**config.mk**
```make
export PLATFORM = sky130hd
export DESIGN_NAME = cbac_top
export DESIGN_NICKNAME = d
export VERILOG_FILES = /design/src/logic/cbac_pkg.sv /design/src/logic/cbac_notice_timer.sv /design/src/logic/cbac_cal_sched.sv /design/src/logic/cbac_top.sv
export SDC_FILE = /design/constraint.sdc
export NUM_CORES = 1
export LEC_CHECK = 0
export ABC_AREA = 1
export BUFFER_PORTS_ARGS = -buffer_cell sky130_fd_sc_hd__clkbuf_2
export CORE_MARGIN = 2
export CORE_UTILIZATION = 25
export DETAILED_ROUTE_END_ITERATION = 8
export GPL_TIMING_DRIVEN = 0
export HOLD_SLACK_MARGIN = 0.03
export SYNTH_ARGS = -nofsm -noshare
export SYNTH_HDL_FRONTEND = slang
export SYNTH_SLANG_ARGS = --single-unit
```
**constraint.sdc**
```tcl
create_clock -name i_clk -period 3.9 [get_ports i_clk]
set_input_delay 0.195 -clock i_clk [delete_from_list [all_inputs] [get_ports i_clk]]
set_output_delay 0.195 -clock i_clk [all_outputs]
set_load 0.01 [all_outputs]
```
**src/logic/cbac_pkg.sv**
```systemverilog
package cbac_pkg;

  // ********************************************************************
  // Widths and register map
  // ********************************************************************
  localparam int unsigned ADDR_W = 8;
  localparam int unsigned DATA_W = 16;
  localparam int unsigned THR_W  = 14;
  localparam int unsigned EXP_W  = 10;
  localparam int unsigned CELL_N = 14;
  localparam int unsigned IDX_W  = 4;

  localparam logic [7:0] OFS_EXPIRY = 8'h7d;
  localparam logic [7:0] OFS_THR    = 8'h7e;
  localparam logic [7:0] OFS_TIMING = 8'h7f;

  // ********************************************************************
  // Field positions and reset values
  // ********************************************************************
  localparam int unsigned EXP_LSB  = 0;
  localparam int unsigned THR_LSB  = 2;
  localparam int unsigned SEL_BIT  = 0;
  localparam int unsigned NTFY_LSB = 8;
  localparam int unsigned CAL_LSB  = 0;

  localparam logic [EXP_W-1:0] EXP_RESET    = 10'h000;
  localparam logic [EXP_W-1:0] EXP_FOREVER  = 10'h3ff;
  localparam logic [THR_W-1:0] THR_ALL_ONES = 14'h3fff;
  localparam logic [1:0]       NTFY_RESET   = 2'h0;
  localparam logic [2:0]       CAL_RESET    = 3'h0;

  // ********************************************************************
  // Modes and time units
  // ********************************************************************
  typedef enum logic [2:0] {
    MODE_OFF     = 3'h0, MODE_EMERG    = 3'h1,
    MODE_MAN_SEC = 3'h2, MODE_MAN_MIN  = 3'h3,
    MODE_IND_SEC = 3'h4, MODE_IND_MIN  = 3'h5,
    MODE_GRP_SEC = 3'h6, MODE_GRP_MIN  = 3'h7
  } cbac_mode_t;

  localparam logic [1:0] UNIT_NONE = 2'h0;
  localparam logic [1:0] UNIT_SEC  = 2'h1;
  localparam logic [1:0] UNIT_MIN  = 2'h2;
  localparam logic [1:0] UNIT_HOUR = 2'h3;

  // ********************************************************************
  // Timing
  // ********************************************************************
  localparam longint unsigned CLK_PERIOD_NS = 100;
  localparam longint unsigned SECOND_NS     = 1_000_000_000;
  localparam int unsigned     SECOND_CYCLES =
    int'(SECOND_NS / CLK_PERIOD_NS);
  localparam int unsigned     HOUR_SECONDS  = 3600;

  // ********************************************************************
  // Decoders
  // ********************************************************************
  function automatic logic mode_is_auto(input logic [2:0] m);
    return m[2];
  endfunction : mode_is_auto

  function automatic logic mode_runs_timed(input logic [2:0] m);
    return m[2] | (m == MODE_EMERG);
  endfunction : mode_runs_timed

  function automatic logic [1:0] mode_unit(input logic [2:0] m);
    if (m == MODE_OFF) return UNIT_NONE;
    if (m == MODE_EMERG) return UNIT_HOUR;
    return m[0] ? UNIT_MIN : UNIT_SEC;
  endfunction : mode_unit

endpackage : cbac_pkg

```
**src/logic/cbac_notice_timer.sv**
```systemverilog
`timescale 1ns/10ps
module cbac_notice_timer #(
  parameter int unsigned P_SEC_CYCLES = cbac_pkg::SECOND_CYCLES,
  parameter int unsigned P_HOUR_SECS  = cbac_pkg::HOUR_SECONDS
) (
  input  wire logic       i_clk,
  input  wire logic       i_reset,
  input  wire logic       i_ce,
  input  wire logic       i_enable,
  input  wire logic [1:0] i_interval,
  output logic            o_alert
);
  typedef struct packed {
    logic [31:0] tick;
    logic [31:0] secs;
    logic        alert;
  } cbac_nt_state_t;

  cbac_nt_state_t s_r;
  cbac_nt_state_t s_nxt;
  logic [31:0]    limit;

  // Interval code 1,2,3 means 1,2,4 hours, counted only in cycles with i_ce high
  always_comb begin
    limit = '0;
    if (i_interval != 2'h0) begin
      limit = P_HOUR_SECS << (i_interval - 2'h1);
    end
    s_nxt = s_r;
    s_nxt.alert = 1'b0;
    if (!i_enable || (i_interval == 2'h0)) begin
      s_nxt.tick = '0;
      s_nxt.secs = '0;
    end else if (s_r.tick == P_SEC_CYCLES - 1) begin
      s_nxt.tick = '0;
      // Compare with >= so a shorter interval written mid-count cannot
      // leave the counter above its limit until it wraps
      if (s_r.secs >= limit - 32'h0000_0001) begin
        s_nxt.secs  = '0;
        s_nxt.alert = 1'b1;
      end else begin
        s_nxt.secs = s_r.secs + 32'h0000_0001;
      end
    end else begin
      s_nxt.tick = s_r.tick + 32'h0000_0001;
    end
  end

  always_ff @(posedge i_clk or posedge i_reset) begin
    if (i_reset) begin
      s_r <= '0;
    end else if (i_ce) begin
      s_r <= s_nxt;
    end
  end

  assign o_alert = s_r.alert;

endmodule : cbac_notice_timer

```
**src/logic/cbac_cal_sched.sv**
```systemverilog
`timescale 1ns/10ps
module cbac_cal_sched (
  input  wire logic       i_clk,
  input  wire logic       i_reset,
  input  wire logic       i_ce,
  input  wire logic       i_pair_done,
  input  wire logic [1:0] i_meas_enable,
  input  wire logic [2:0] i_rate,
  output logic            o_meas_req,
  output logic            o_cal_req
);
  typedef enum logic [2:0] {
    CS_IDLE = 3'b001,
    CS_MEAS = 3'b010,
    CS_CAL  = 3'b100
  } cbac_cs_t;

  typedef struct packed {
    cbac_cs_t   st;
    logic [5:0] cnt;
  } cbac_cs_state_t;

  cbac_cs_state_t s_r;
  cbac_cs_state_t s_nxt;
  logic [5:0]     period;

  always_comb begin
    unique case (i_rate)
      3'h1:    period = 6'h02;
      3'h2:    period = 6'h04;
      3'h3:    period = 6'h08;
      3'h4:    period = 6'h0c;
      3'h5:    period = 6'h10;
      3'h6,
      3'h7:    period = 6'h20;
      default: period = 6'h00;
    endcase
    s_nxt = s_r;
    s_nxt.st = CS_IDLE;
    // Upper enable bit clear: no measurement and rate is ignored
    if (i_pair_done && i_meas_enable[1]) begin
      if ((period != 6'h00) && (s_r.cnt + 6'h01 >= period)) begin
        s_nxt.st  = CS_CAL;
        s_nxt.cnt = '0;
      end else begin
        s_nxt.st  = CS_MEAS;
        s_nxt.cnt = (period == 6'h00) ? 6'h00 : s_r.cnt + 6'h01;
      end
    end
  end

  always_ff @(posedge i_clk or posedge i_reset) begin
    if (i_reset) begin
      s_r <= '{st: CS_IDLE, cnt: 6'h00};
    end else if (i_ce) begin
      s_r <= s_nxt;
    end
  end

  // One-hot state bits drive the request pins with no decode in between
  assign o_meas_req = s_r.st[1];
  assign o_cal_req  = s_r.st[2];

endmodule : cbac_cal_sched

```
**src/logic/cbac_top.sv**
```systemverilog
`timescale 1ns/10ps
module cbac_top #(
  parameter int unsigned P_SEC_CYCLES = cbac_pkg::SECOND_CYCLES,
  parameter int unsigned P_HOUR_SECS  = cbac_pkg::HOUR_SECONDS
) (
  input  wire logic        i_clk,
  input  wire logic        i_reset,
  input  wire logic        i_ce,
  input  wire logic [7:0]  i_addr,
  input  wire logic [15:0] i_wdata,
  input  wire logic        i_wr,
  input  wire logic        i_rd,
  output logic      [15:0] o_rdata,
  input  wire logic [2:0]  i_balancing_mode_select,
  input  wire logic        i_balancing_running,
  input  wire logic        i_shutdown_pin_hold,
  input  wire logic        i_scan_active,
  input  wire logic [3:0]  i_lowest_cell_index,
  input  wire logic        i_extremes_polarity_select,
  input  wire logic [195:0] i_cell_result_register,
  input  wire logic [1:0]  i_supervisory_measure_enable,
  input  wire logic        i_pair_done,
  input  wire logic        i_measure_done,
  output logic      [9:0]  o_cell14_expiry_time,
  output logic      [1:0]  o_expiry_unit,
  output logic             o_cell14_expired,
  output logic             o_cell14_indefinite,
  output logic      [13:0] o_balance_uv_threshold,
  output logic             o_threshold_from_lowest_cell,
  output logic      [13:0] o_cell_suspend,
  output logic             o_write_reject_alert,
  output logic             o_progress_notice_alert,
  output logic             o_supervisory_measure_req,
  output logic             o_calibration_req
);

  // ********************************************************************
  // State
  // ********************************************************************
  typedef struct packed {
    logic [15:0] rdata;
    logic [9:0]  expiry;
    logic        expired;
    logic        indefinite;
    logic [1:0]  unit;
    logic [13:0] thr;
    logic        thr_sel;
    logic [1:0]  ntfy;
    logic [2:0]  cal_rate;
    logic        reject;
    logic [13:0] suspend;
  } cbac_top_state_t;

  cbac_top_state_t s_r;
  cbac_top_state_t s_nxt;
  logic            auto_mode;
  logic            timing_lock;
  logic            notice_en;
  logic [13:0]     lowest_val;

  function automatic logic [13:0] pick_cell(
    input logic [195:0] all,
    input logic [3:0]   idx
  );
    if (idx >= 4'(cbac_pkg::CELL_N)) return cbac_pkg::THR_ALL_ONES;
    return all[idx*cbac_pkg::THR_W +: cbac_pkg::THR_W];
  endfunction : pick_cell

  // ********************************************************************
  // Register decode
  // ********************************************************************
  always_comb begin
    auto_mode   = cbac_pkg::mode_is_auto(i_balancing_mode_select);
    timing_lock = cbac_pkg::mode_runs_timed(i_balancing_mode_select);
    lowest_val  = pick_cell(i_cell_result_register, i_lowest_cell_index);
    s_nxt        = s_r;
    s_nxt.reject = 1'b0;
    if (i_wr) begin
      case (i_addr)
        cbac_pkg::OFS_EXPIRY: begin
          if (!auto_mode) begin
            s_nxt.expiry = i_wdata[cbac_pkg::EXP_LSB +: cbac_pkg::EXP_W];
          end
        end
        cbac_pkg::OFS_THR: begin
          if (auto_mode) begin
            s_nxt.reject = 1'b0;
          end else if (i_wdata[cbac_pkg::SEL_BIT] && i_scan_active) begin
            s_nxt.reject = 1'b1;
          end else if (i_wdata[cbac_pkg::SEL_BIT]) begin
            s_nxt.thr_sel = 1'b1;
            s_nxt.thr = i_extremes_polarity_select ?
                        cbac_pkg::THR_ALL_ONES : lowest_val;
          end else begin
            s_nxt.thr_sel = 1'b0;
            s_nxt.thr = i_wdata[cbac_pkg::THR_LSB +: cbac_pkg::THR_W];
          end
        end
        cbac_pkg::OFS_TIMING: begin
          if (!timing_lock) begin
            s_nxt.ntfy     = i_wdata[cbac_pkg::NTFY_LSB +: 2];
            s_nxt.cal_rate = i_wdata[cbac_pkg::CAL_LSB +: 3];
          end
        end
        default: s_nxt.reject = 1'b0;
      endcase
    end
    // Read data stand only in the cycle after the strobe
    s_nxt.rdata = 16'h0000;
    if (i_rd) begin
      case (i_addr)
        cbac_pkg::OFS_EXPIRY: s_nxt.rdata = {6'h00, s_r.expiry};
        cbac_pkg::OFS_THR:
          s_nxt.rdata = {s_r.thr, 1'b0, s_r.thr_sel};
        cbac_pkg::OFS_TIMING:
          s_nxt.rdata = {6'h00, s_r.ntfy, 5'h00, s_r.cal_rate};
        default: s_nxt.rdata = 16'h0000;
      endcase
    end
    s_nxt.expired    = (s_nxt.expiry == cbac_pkg::EXP_RESET);
    s_nxt.indefinite = (s_nxt.expiry == cbac_pkg::EXP_FOREVER);
    s_nxt.unit = cbac_pkg::mode_unit(i_balancing_mode_select);
    // Undervoltage compare on each supervisory result outside MODE_OFF, which clears all suspend bits
    if (i_balancing_mode_select == cbac_pkg::MODE_OFF) begin
      s_nxt.suspend = '0;
    end else if (i_measure_done && i_supervisory_measure_enable[1]) begin
      for (int c = 0; c < cbac_pkg::CELL_N; c++) begin
        s_nxt.suspend[c] =
          i_cell_result_register[c*cbac_pkg::THR_W +: cbac_pkg::THR_W]
          < s_r.thr;
      end
    end
  end

  always_ff @(posedge i_clk or posedge i_reset) begin
    if (i_reset) begin
      s_r            <= '0;
      s_r.expiry     <= cbac_pkg::EXP_RESET;
      s_r.expired    <= 1'b1;
      s_r.thr        <= cbac_pkg::THR_ALL_ONES;
      s_r.ntfy       <= cbac_pkg::NTFY_RESET;
      s_r.cal_rate   <= cbac_pkg::CAL_RESET;
    end else if (i_ce) begin
      s_r <= s_nxt;
    end
  end

  // ********************************************************************
  // Progress notice and supervisory scheduling
  // ********************************************************************
  // Counts only cycles with i_ce high while enabled; any drop of the enable restarts the count
  always_comb begin
    notice_en = (timing_lock && i_balancing_running)
              || i_shutdown_pin_hold;
  end

  cbac_notice_timer #(
    .P_SEC_CYCLES (P_SEC_CYCLES),
    .P_HOUR_SECS  (P_HOUR_SECS)
  ) u_notice (
    .i_clk      (i_clk),
    .i_reset    (i_reset),
    .i_ce       (i_ce),
    .i_enable   (notice_en),
    .i_interval (s_r.ntfy),
    .o_alert    (o_progress_notice_alert)
  );

  cbac_cal_sched u_cal (
    .i_clk         (i_clk),
    .i_reset       (i_reset),
    .i_ce          (i_ce),
    .i_pair_done   (i_pair_done && timing_lock),
    .i_meas_enable (i_supervisory_measure_enable),
    .i_rate        (s_r.cal_rate),
    .o_meas_req    (o_supervisory_measure_req),
    .o_cal_req     (o_calibration_req)
  );

  assign o_rdata                      = s_r.rdata;
  assign o_cell14_expiry_time         = s_r.expiry;
  assign o_expiry_unit                = s_r.unit;
  assign o_cell14_expired             = s_r.expired;
  assign o_cell14_indefinite          = s_r.indefinite;
  assign o_balance_uv_threshold       = s_r.thr;
  assign o_threshold_from_lowest_cell = s_r.thr_sel;
  assign o_cell_suspend               = s_r.suspend;
  assign o_write_reject_alert         = s_r.reject;
endmodule : cbac_top

```
==> impl_metrics.json, run 1 <==
{
  "critical-path-slowest-cell": "inv_1",
  "postSynthAreaPerCell_um2": 6.800,
  "async_set_or_reset_flop_fraction_in_the_synthesized_netlist": 1.000,
  "cts_tree": "yes",
  "final_util": 0.3046,
  "setup_tns_final_ns": 0,
  "die_area_um2": 60980,
  "timing.final.crit_share": 0.8378,
  "wirelength_mm": 66.02,
  "htreeDepth": 4,
  "std_cell_rows": 89,
  "viasPerCell": 4.991,
  "maxCapViolations": 0,
  "holdWs_ns": 0.07096,
  "max_freq_ghz": 0.3060,
  "power.leakage_uw": 0.009098,
  "post-layout-total-power_uw": 4308,
  "timing.critical_path.arrival_ns": 3.64,
  "yosys.cell_types.count": 47,
  "placement.io_buffers": 299,
  "synthTopCellsByArea": "dfrtp_1 (21%), ha_1 (19%), nand2_1 (14%)",
  "cp_cell_sequence": "inv_1 -> ha_1 -> inv_1 -> ha_1 -> a21oi_1 -> nor2_1 -> nor2_1 -> nand2_1 -> a21oi_1 -> nand2_1 -> inv_1 -> nand2_1 -> a21boi_0",
  "dr_total_vias": 16375,
  "layout.cell_area.non_filler_um2": 17880,
  "post_synth_mux_area_share": 0,
  "synthXorXnorAreaFrac": 0.01484,
  "pwr-share-clk": 0.395,
  "ff2ff_setup_slack_ns": 0.63,
  "synth_edf_count": 0,
  "primary_ff_master_synth": "dfrtp_1",
  "first_pass_iters": 6,
  "synth-compound-area-share": 0.1608,
  "synth_fa_ha_area_frac": 0.1882,
  "drtAntennaViolNets": 0,
  "synth_top_family_by_area": "simple AND/OR/NAND/NOR gates",
  "min_from": "i_wdata[1]",
  "unrepaired_setup_endpoints_after_global_routing": "no",
  "switching_share": 0.3332,
  "clk-insertion-delay-late_ns": 0.46,
  "globalRouteOverflowTotal": 0,
  "clockBufferDepth": 2,
  "synthDominantAreaCellType": "dfrtp_1",
  "wl_per_cell_um": 20.12,
  "synthCells": 2170,
  "crit-reg2reg-launch": "s_r[18]",
  "layout-area-overhead-vs-synth_pct": 21.16,
  "grt_pass1_vias": 15687,
  "finalHoldViolations": 0,
  "drc": 0,
  "grt_first_pass_wirelength_mm": 97.82,
  "hold_path_end": "s_r[16]",
  "timing.max_slew.rel_slack": 0.1968,
  "final_period_minus_worst_setup_slack_ns": 3.268,
  "power_switching_uw": 1436,
  "cts.clk_slew.worst_paths_ns": 0.06,
  "power.share.combinational": 0.249,
  "hpwl_mm": 53.86,
  "worstHoldPathType": "in -> reg",
  "wp_data_required_ns": 4.27,
  "pin_count_of_the_biggest_net_entering_global_routing": 71,
  "worst_ir_drop_vdd_v": 0.0003265,
  "syn_nets": 2632,
  "post_syn_area_um2": 14760,
  "finish.net_count": 2953,
  "groute.usage.overall": 0.2167,
  "yosys.area.top_type_share": 0.2086,
  "synth_seq_area_share": 0.2353,
  "path_class": "reg -> reg",
  "yosysWarningCount": 0,
  "report.final.setup_viol": 0,
  "synth-seq-cells": 138,
  "critPathMaxStageDelay_ns": 0.63,
  "post_cts_resize_count": 0,
  "fp.dieH_um": 246.9,
  "power.density_nw_per_um2": 241.0,
  "antenna_found_initial": 14,
  "post_dp_cell_area_um2": 17260,
  "floorplan.initialDensity": 0.2514,
  "endpoint_type_of_the_worst_setup_path": "flop",
  "cts_setup_buffers": 0,
  "gp_congestion": 0.9995,
  "maxSlewViolCount": 0,
  "fin_worst_skew_ns": 0.01389,
  "rr_endpoint": "u_notice.s_r[19]",
  "cts-buffers-inserted": 17,
  "cp_num_buf_inv": 3,
  "floorplan.core_area_um2": 58690,
  "cell_internal_pwr_uw": 2873,
  "die_width_um": 246.9,
  "actual_transition_at_the_worst_max_transition_pin_ns": 1.205,
  "synth_simple_gate_area_frac": 0.3011,
  "path_delay_family": "buffers and inverters",
  "root_buffer": "clkbuf_16",
  "number_of_primary_i_o_pins": 303,
  "min_delay_path_depth": 3,
  "numClockSinks": 138,
  "fraction_of_layout_instances_using_a_drive_strength_above_1": 0.1810,
  "r2r.worst_path.cells": 13,
  "timing.critical_path.fanout_max": 22,
  "drtIter0Drc": 1037,
  "run_status": "complete, no violations",
  "seqPwrFrac": 0.356,
  "critical_path.startpoint_type": "flop"
}
==> worst max path at each step <==
stage	slack, ns	depth (start not counted)	start	endpoint
floorplan	0.03	1	i_reset	o_cell14_expiry_time[0]
global placement	-2.30	2	i_reset	o_cell14_expiry_time[6]
detailed placement	0.63	12	s_r[18]	u_notice.s_r[19]
CTS	0.60	12	s_r[18]	u_notice.s_r[19]
global route	0.24	15	s_r[18]	u_notice.s_r[19]
finish	0.63	13	s_r[18]	u_notice.s_r[19]
==> routing by layer <==
metal | track usage | part of all wire | vias to the layer above
met2 | 0.3517 | 0.45 | 688
met1 | 0.2708 | 0.42 | 7566
met3 | 0.05036 | 0.083 | 132
li1 | - | - | 7973
met4 | 0.1005 | 0.047 | 16
met5 | 0 | 0.0014 | -
==> logic make-up (layout without fill, tap and decap cells) <==
family / count (synthesis) / count (layout)
flops: 138 / 138
xor+xnor: 25 / 25
fa+ha+maj: 222 / 222
simple gates: 1049 / 1049
buf+inv: 325 / 658
other cells: 0 / 5
compound gates: 411 / 411
==> synthesized netlist by cell type (2+ instances only) <==
cell type,instances
clkbuf_1,39
buf_1,6
xnor2_1,6
o21bai_1,2
nand3_1,164
inv_1,198
xor2_1,19
and3_1,8
a22oi_1,4
nor2_2,2
nand4_1,49
o221ai_1,4
dfstp_2,15
ha_1,222
o21a_1,18
dfrtp_1,123
a22o_1,8
a21oi_1,153
nand2_2,7
a21o_1,3
o21ai_0,135
buf_4,60
a21oi_2,2
a31oi_1,9
nor3_1,49
o21ai_2,10
buf_2,15
clkinv_1,3
o211ai_1,23
nor2_1,195
nor4_1,8
o22ai_1,14
nand2_1,561
inv_2,3
o31ai_1,21
==> metrics by stage <==
step           instances  worst slack (ns)
6_report            3281            0.6324
5_1_grt             3278            0.2390
4_1_cts             3276            0.5956
3_5_place_dp        3243            0.6328
3_3_place_gp        3242            -2.296
2_1_floorplan       2170           0.03366
==> power groups by stage <==
stage | clock network, uW | logic, uW | registers [uW]
floorplan | 0 | 570 | 1540
global placement | 0 | 1060 | 1560
detailed placement | 0 | 1060 | 1560
CTS | 1730 | 1070 | 1530
global route | 1790 | 1190 | 1540
finish | 1700 | 1070 | 1530
==> cell usage in the layout, fill, tap and decap left out, types with 4 or more instances in the layout <==
cell type	synthesis	final
nand2_1	561	561
clkbuf_2	0	299
ha_1	222	222
inv_1	198	197
nor2_1	195	195
nand3_1	164	164
a21oi_1	153	153
o21ai_0	135	135
dfrtp_1	123	123
buf_4	60	60
nor3_1	49	49
nand4_1	49	49
clkbuf_1	39	40
o211ai_1	23	23
o31ai_1	21	21
xor2_1	19	19
o21a_1	18	18
clkbuf_16	0	17
buf_2	15	15
dfstp_2	15	15
o22ai_1	14	14
o21ai_2	10	10
a31oi_1	9	9
a22o_1	8	8
and3_1	8	8
nand2_2	7	7
nor4_1	8	7
buf_1	6	6
xnor2_1	6	6
diode_2	0	5
a22oi_1	4	4
o221ai_1	4	4
==> final cells by class <==
class / instances / area (um^2)
Antenna cell: 5 / 12.51
Buffer: 121 / 705.7
Clock buffer: 21 / 470.5
Clock inverter: 10 / 116.4
Fill cell: 6537 / 40810
Inverter: 204 / 770.7
Multi-Input combinational cell: 1707 / 9818
Sequential cell: 138 / 3472
Tap cell: 773 / 967.2
Timing Repair Buffer: 302 / 1544
==> what timing repair did <==
| item | in CTS | in global routing |
|---|---|---|
| hold endpoints to repair | 56 | 0 |
| hold buffers | 2 | 0 |
| setup endpoints to repair | 0 | 0 |
==> worst reg2reg max path: stages (launching register included) <==
cell	delay, ns
dfrtp_1	0.39
inv_1	0.14
ha_1	0.26
inv_1	0.63
ha_1	0.39
a21oi_1	0.15
nor2_1	0.05
nor2_1	0.09
nand2_1	0.10
a21oi_1	0.31
nand2_1	0.32
inv_1	0.15
nand2_1	0.06
a21boi_0	0.15
==> registers in the layout, summed over array words and instances, names as in the netlist, 2 cells and up <==
| register | cells |
|---|---|
| o_balance_uv_threshold | 14 |
| o_cell14_expiry_time | 10 |
| o_cell_suspend | 14 |
| o_expiry_unit | 2 |
| o_rdata | 16 |
| s_r | 5 |
| u_cal.s_r | 6 |
| u_notice.s_r | 64 |
Power figures use the tool's default switching activity.
==> run 2: changes to the inputs <==
==> constraint.sdc (replaced) <==
create_clock -name i_clk -period 2.6 [get_ports i_clk]
set_input_delay 0.13 -clock i_clk [delete_from_list [all_inputs] [get_ports i_clk]]
set_output_delay 0.13 -clock i_clk [all_outputs]
set_load 0.01 [all_outputs]
==> run 2 against run 1 <==
  * The run now ends with negative setup slack left
  * Combinational power grew 53%
  * Sequential share of layout area shrank 0.38 points
  * First-iteration DRC count grew 28%
  * Fmax grew 25%
  * Hold slack lost 0.015 ns
  * Sequential cell count is the same
  * Die area is the same
  * Global-route usage grew 0.061 points
  * Register-to-register slack lost 0.64 ns
  * Clock-buffer cell count shrank 2
  * Via count grew 1.1%
  * Largest cell class unchanged
  * Highest routed layer unchanged
==> impl_metrics.json, run 2 (same netlist as run 1, synthesis figures left out) <==
{
  "critical_path.startpoint_type": "flop",
  "critPathMaxStageDelay_ns": 0.41,
  "globalRouteOverflowTotal": 0,
  "final_util": 0.3107,
  "drc": 0,
  "cts-buffers-inserted": 17,
  "cts.clk_slew.worst_paths_ns": 0.07,
  "finalHoldViolations": 0,
  "drtAntennaViolNets": 0,
  "power.density_nw_per_um2": 357.9,
  "wl_per_cell_um": 20.29,
  "wp_data_required_ns": 2.93,
  "max_freq_ghz": 0.3837,
  "drtIter0Drc": 1323,
  "fp.dieH_um": 246.9,
  "critical-path-slowest-cell": "dfrtp_1",
  "final_period_minus_worst_setup_slack_ns": 2.606,
  "gp_congestion": 0.9812,
  "cp_num_buf_inv": 4,
  "clk-insertion-delay-late_ns": 0.46,
  "most-common-layout-cells": "nand2_1 (553), clkbuf_2 (299), ha_1 (215), inv_1 (192), nor2_1 (191)",
  "finish.net_count": 2971,
  "top_register_by_number_of_flip_flops": "u_notice.s_r",
  "reg_area_um2": 3472,
  "final_critical_path_setup_slack_ns": -0.005867,
  "worst_ir_drop_vdd_v": 0.0005879,
  "antenna_found_initial": 15,
  "grt_pass1_vias": 15625,
  "layout.filler_cells": 6436,
  "power.leakage_uw": 0.009195,
  "wirelength_mm": 66.90,
  "timing.final.crit_share": 1.002,
  "root_buffer": "clkbuf_16",
  "clockBufferDepth": 2,
  "first_pass_iters": 6,
  "endpoint_type_of_the_worst_setup_path": "flop",
  "multi_input_area_um2": 9968,
  "unrepaired_setup_endpoints_after_global_routing": "yes",
  "dr_total_vias": 16560,
  "die_width_um": 246.9,
  "viasPerCell": 5.021,
  "layout-area-overhead-vs-synth_pct": 23.56,
  "numClockSinks": 138,
  "timing.max_slew.rel_slack": 0.2440,
  "path_delay_family": "simple AND/OR/NAND/NOR gates",
  "run_status": "finished with violations",
  "fin_worst_skew_ns": 0.01735,
  "maxSlewViolCount": 0,
  "failed_checks": "negative setup slack",
  "timing.critical_path.fanout_max": 11,
  "timing.critical_path.arrival_ns": 2.94,
  "grt_first_pass_wirelength_mm": 98.17,
  "worstHoldPathType": "in -> reg",
  "htreeDepth": 4,
  "cp_cell_sequence": "inv_2 -> ha_4 -> clkinvlp_4 -> buf_12 -> ha_4 -> nand2_2 -> nor2_2 -> nand4_1 -> nor2_2 -> nand2_4 -> nand4_4 -> clkbuf_16 -> o21ai_2",
  "path_class": "reg -> reg",
  "final-instance-count-excl-fill": 3298,
  "cts_tree": "yes",
  "maxCapViolations": 0,
  "holdWs_ns": 0.05553,
  "floorplan.core_area_um2": 58690,
  "hpwl_mm": 54.26,
  "groute.usage.overall": 0.2173,
  "largest_register_ffs": 64,
  "std_cell_rows": 89,
  "fraction_of_layout_instances_using_a_drive_strength_above_1": 0.1959,
  "placement.io_buffers": 299,
  "post-layout-total-power_uw": 6524,
  "report.final.setup_viol": 1,
  "floorplan.initialDensity": 0.2514,
  "number_of_primary_i_o_pins": 303,
  "actual_transition_at_the_worst_max_transition_pin_ns": 1.134,
  "die_area_um2": 60980,
  "numPlacedInstances": 3245,
  "layout.cells.most_common": "nand2_1",
  "pin_count_of_the_biggest_net_entering_global_routing": 40
}
## run 2: changes by cell type in the layout (fill, tap and decap cells not counted), moves of 5 or more
cell / delta
buf_12: +5
nand2_2: +7
ha_1: -7
inv_1: -5
ha_4: +7
nand2_1: -8
buf_4: +8
## run 2: layout make-up
| class | instances | share of cell area |
|---|---|---|
| multi-input combinational | 1708 | 0.5468 |
| sequential | 138 | 0.1904 |
| timing repair buffer | 318 | 0.09443 |
| tap | 773 | 0.05305 |
| inverter | 204 | 0.04255 |
| buffer | 121 | 0.03919 |
| clock buffer | 19 | 0.02429 |
| clock inverter | 13 | 0.008441 |
| timing repair inverter | 1 | 0.0004118 |
| antenna | 3 | 0.0004118 |
## run 2: worst reg2reg max path: cells and delay by family, from the launching register on
kind | cells | cell delay (ns)
adders and majority gates | 2 | 0.50
and+or+nand+nor | 6 | 0.96
buffers and inverters | 4 | 0.59
DFF | 1 | 0.41
AOI/OAI and AO/OA | 1 | 0.05
## run 2: per-stage QoR
step           setup WS [ns]  setup TNS [ns]  instance area [um^2]
2_1_floorplan        0.05695               0                 14760
3_3_place_gp         -0.6756          -72.49                 17220
3_5_place_dp         -0.7202          -21.19                 17280
4_1_cts             0.007756               0                 18000
5_1_grt             -0.06393         -0.7517                 18230
6_report           -0.005867       -0.005867                 18230
## run 2: power by group
group          switching [uW]  internal (uW)
Clock                    1120           1460
Combinational            1040            606
Sequential               68.5           2230
## run 2: path summary, 6_finish.rpt
check / start / end / slack, ns / depth (start not counted)
setup / recovery: s_r[19] / u_notice.s_r[3] / -0.006 / 13
hold / removal: i_balancing_mode_select[1] / o_expiry_unit[0] / 0.06 / 4
setup reg to reg: s_r[19] / u_notice.s_r[3] / -0.006 / 13
hold reg to reg: o_expiry_unit[1] / o_expiry_unit[1] / 0.47 / 2
max in group asynchronous: i_reset / o_balance_uv_threshold[8] / 1.19 / 5
min in group asynchronous: i_reset / o_rdata[4] / 0.39 / 3
## run 2: metal layers
layer	global-route usage	vias up	routed length, um
li1	-	8016	-
met1	0.2721	7704	27690
met2	0.3555	690	30250
met3	0.05329	130	6085
met4	0.08877	20	2762
met5	0	-	123
## run 2: what timing repair did
item | in CTS | in global routing
buffers inserted | 3 | 6
hold buffers | 6 | 0
pin swaps | 0 | 11
resized for setup | 9 | 28
setup endpoints to repair | 37 | 39
gates cloned | 1 | 2
hold endpoints to repair | 38 | 0
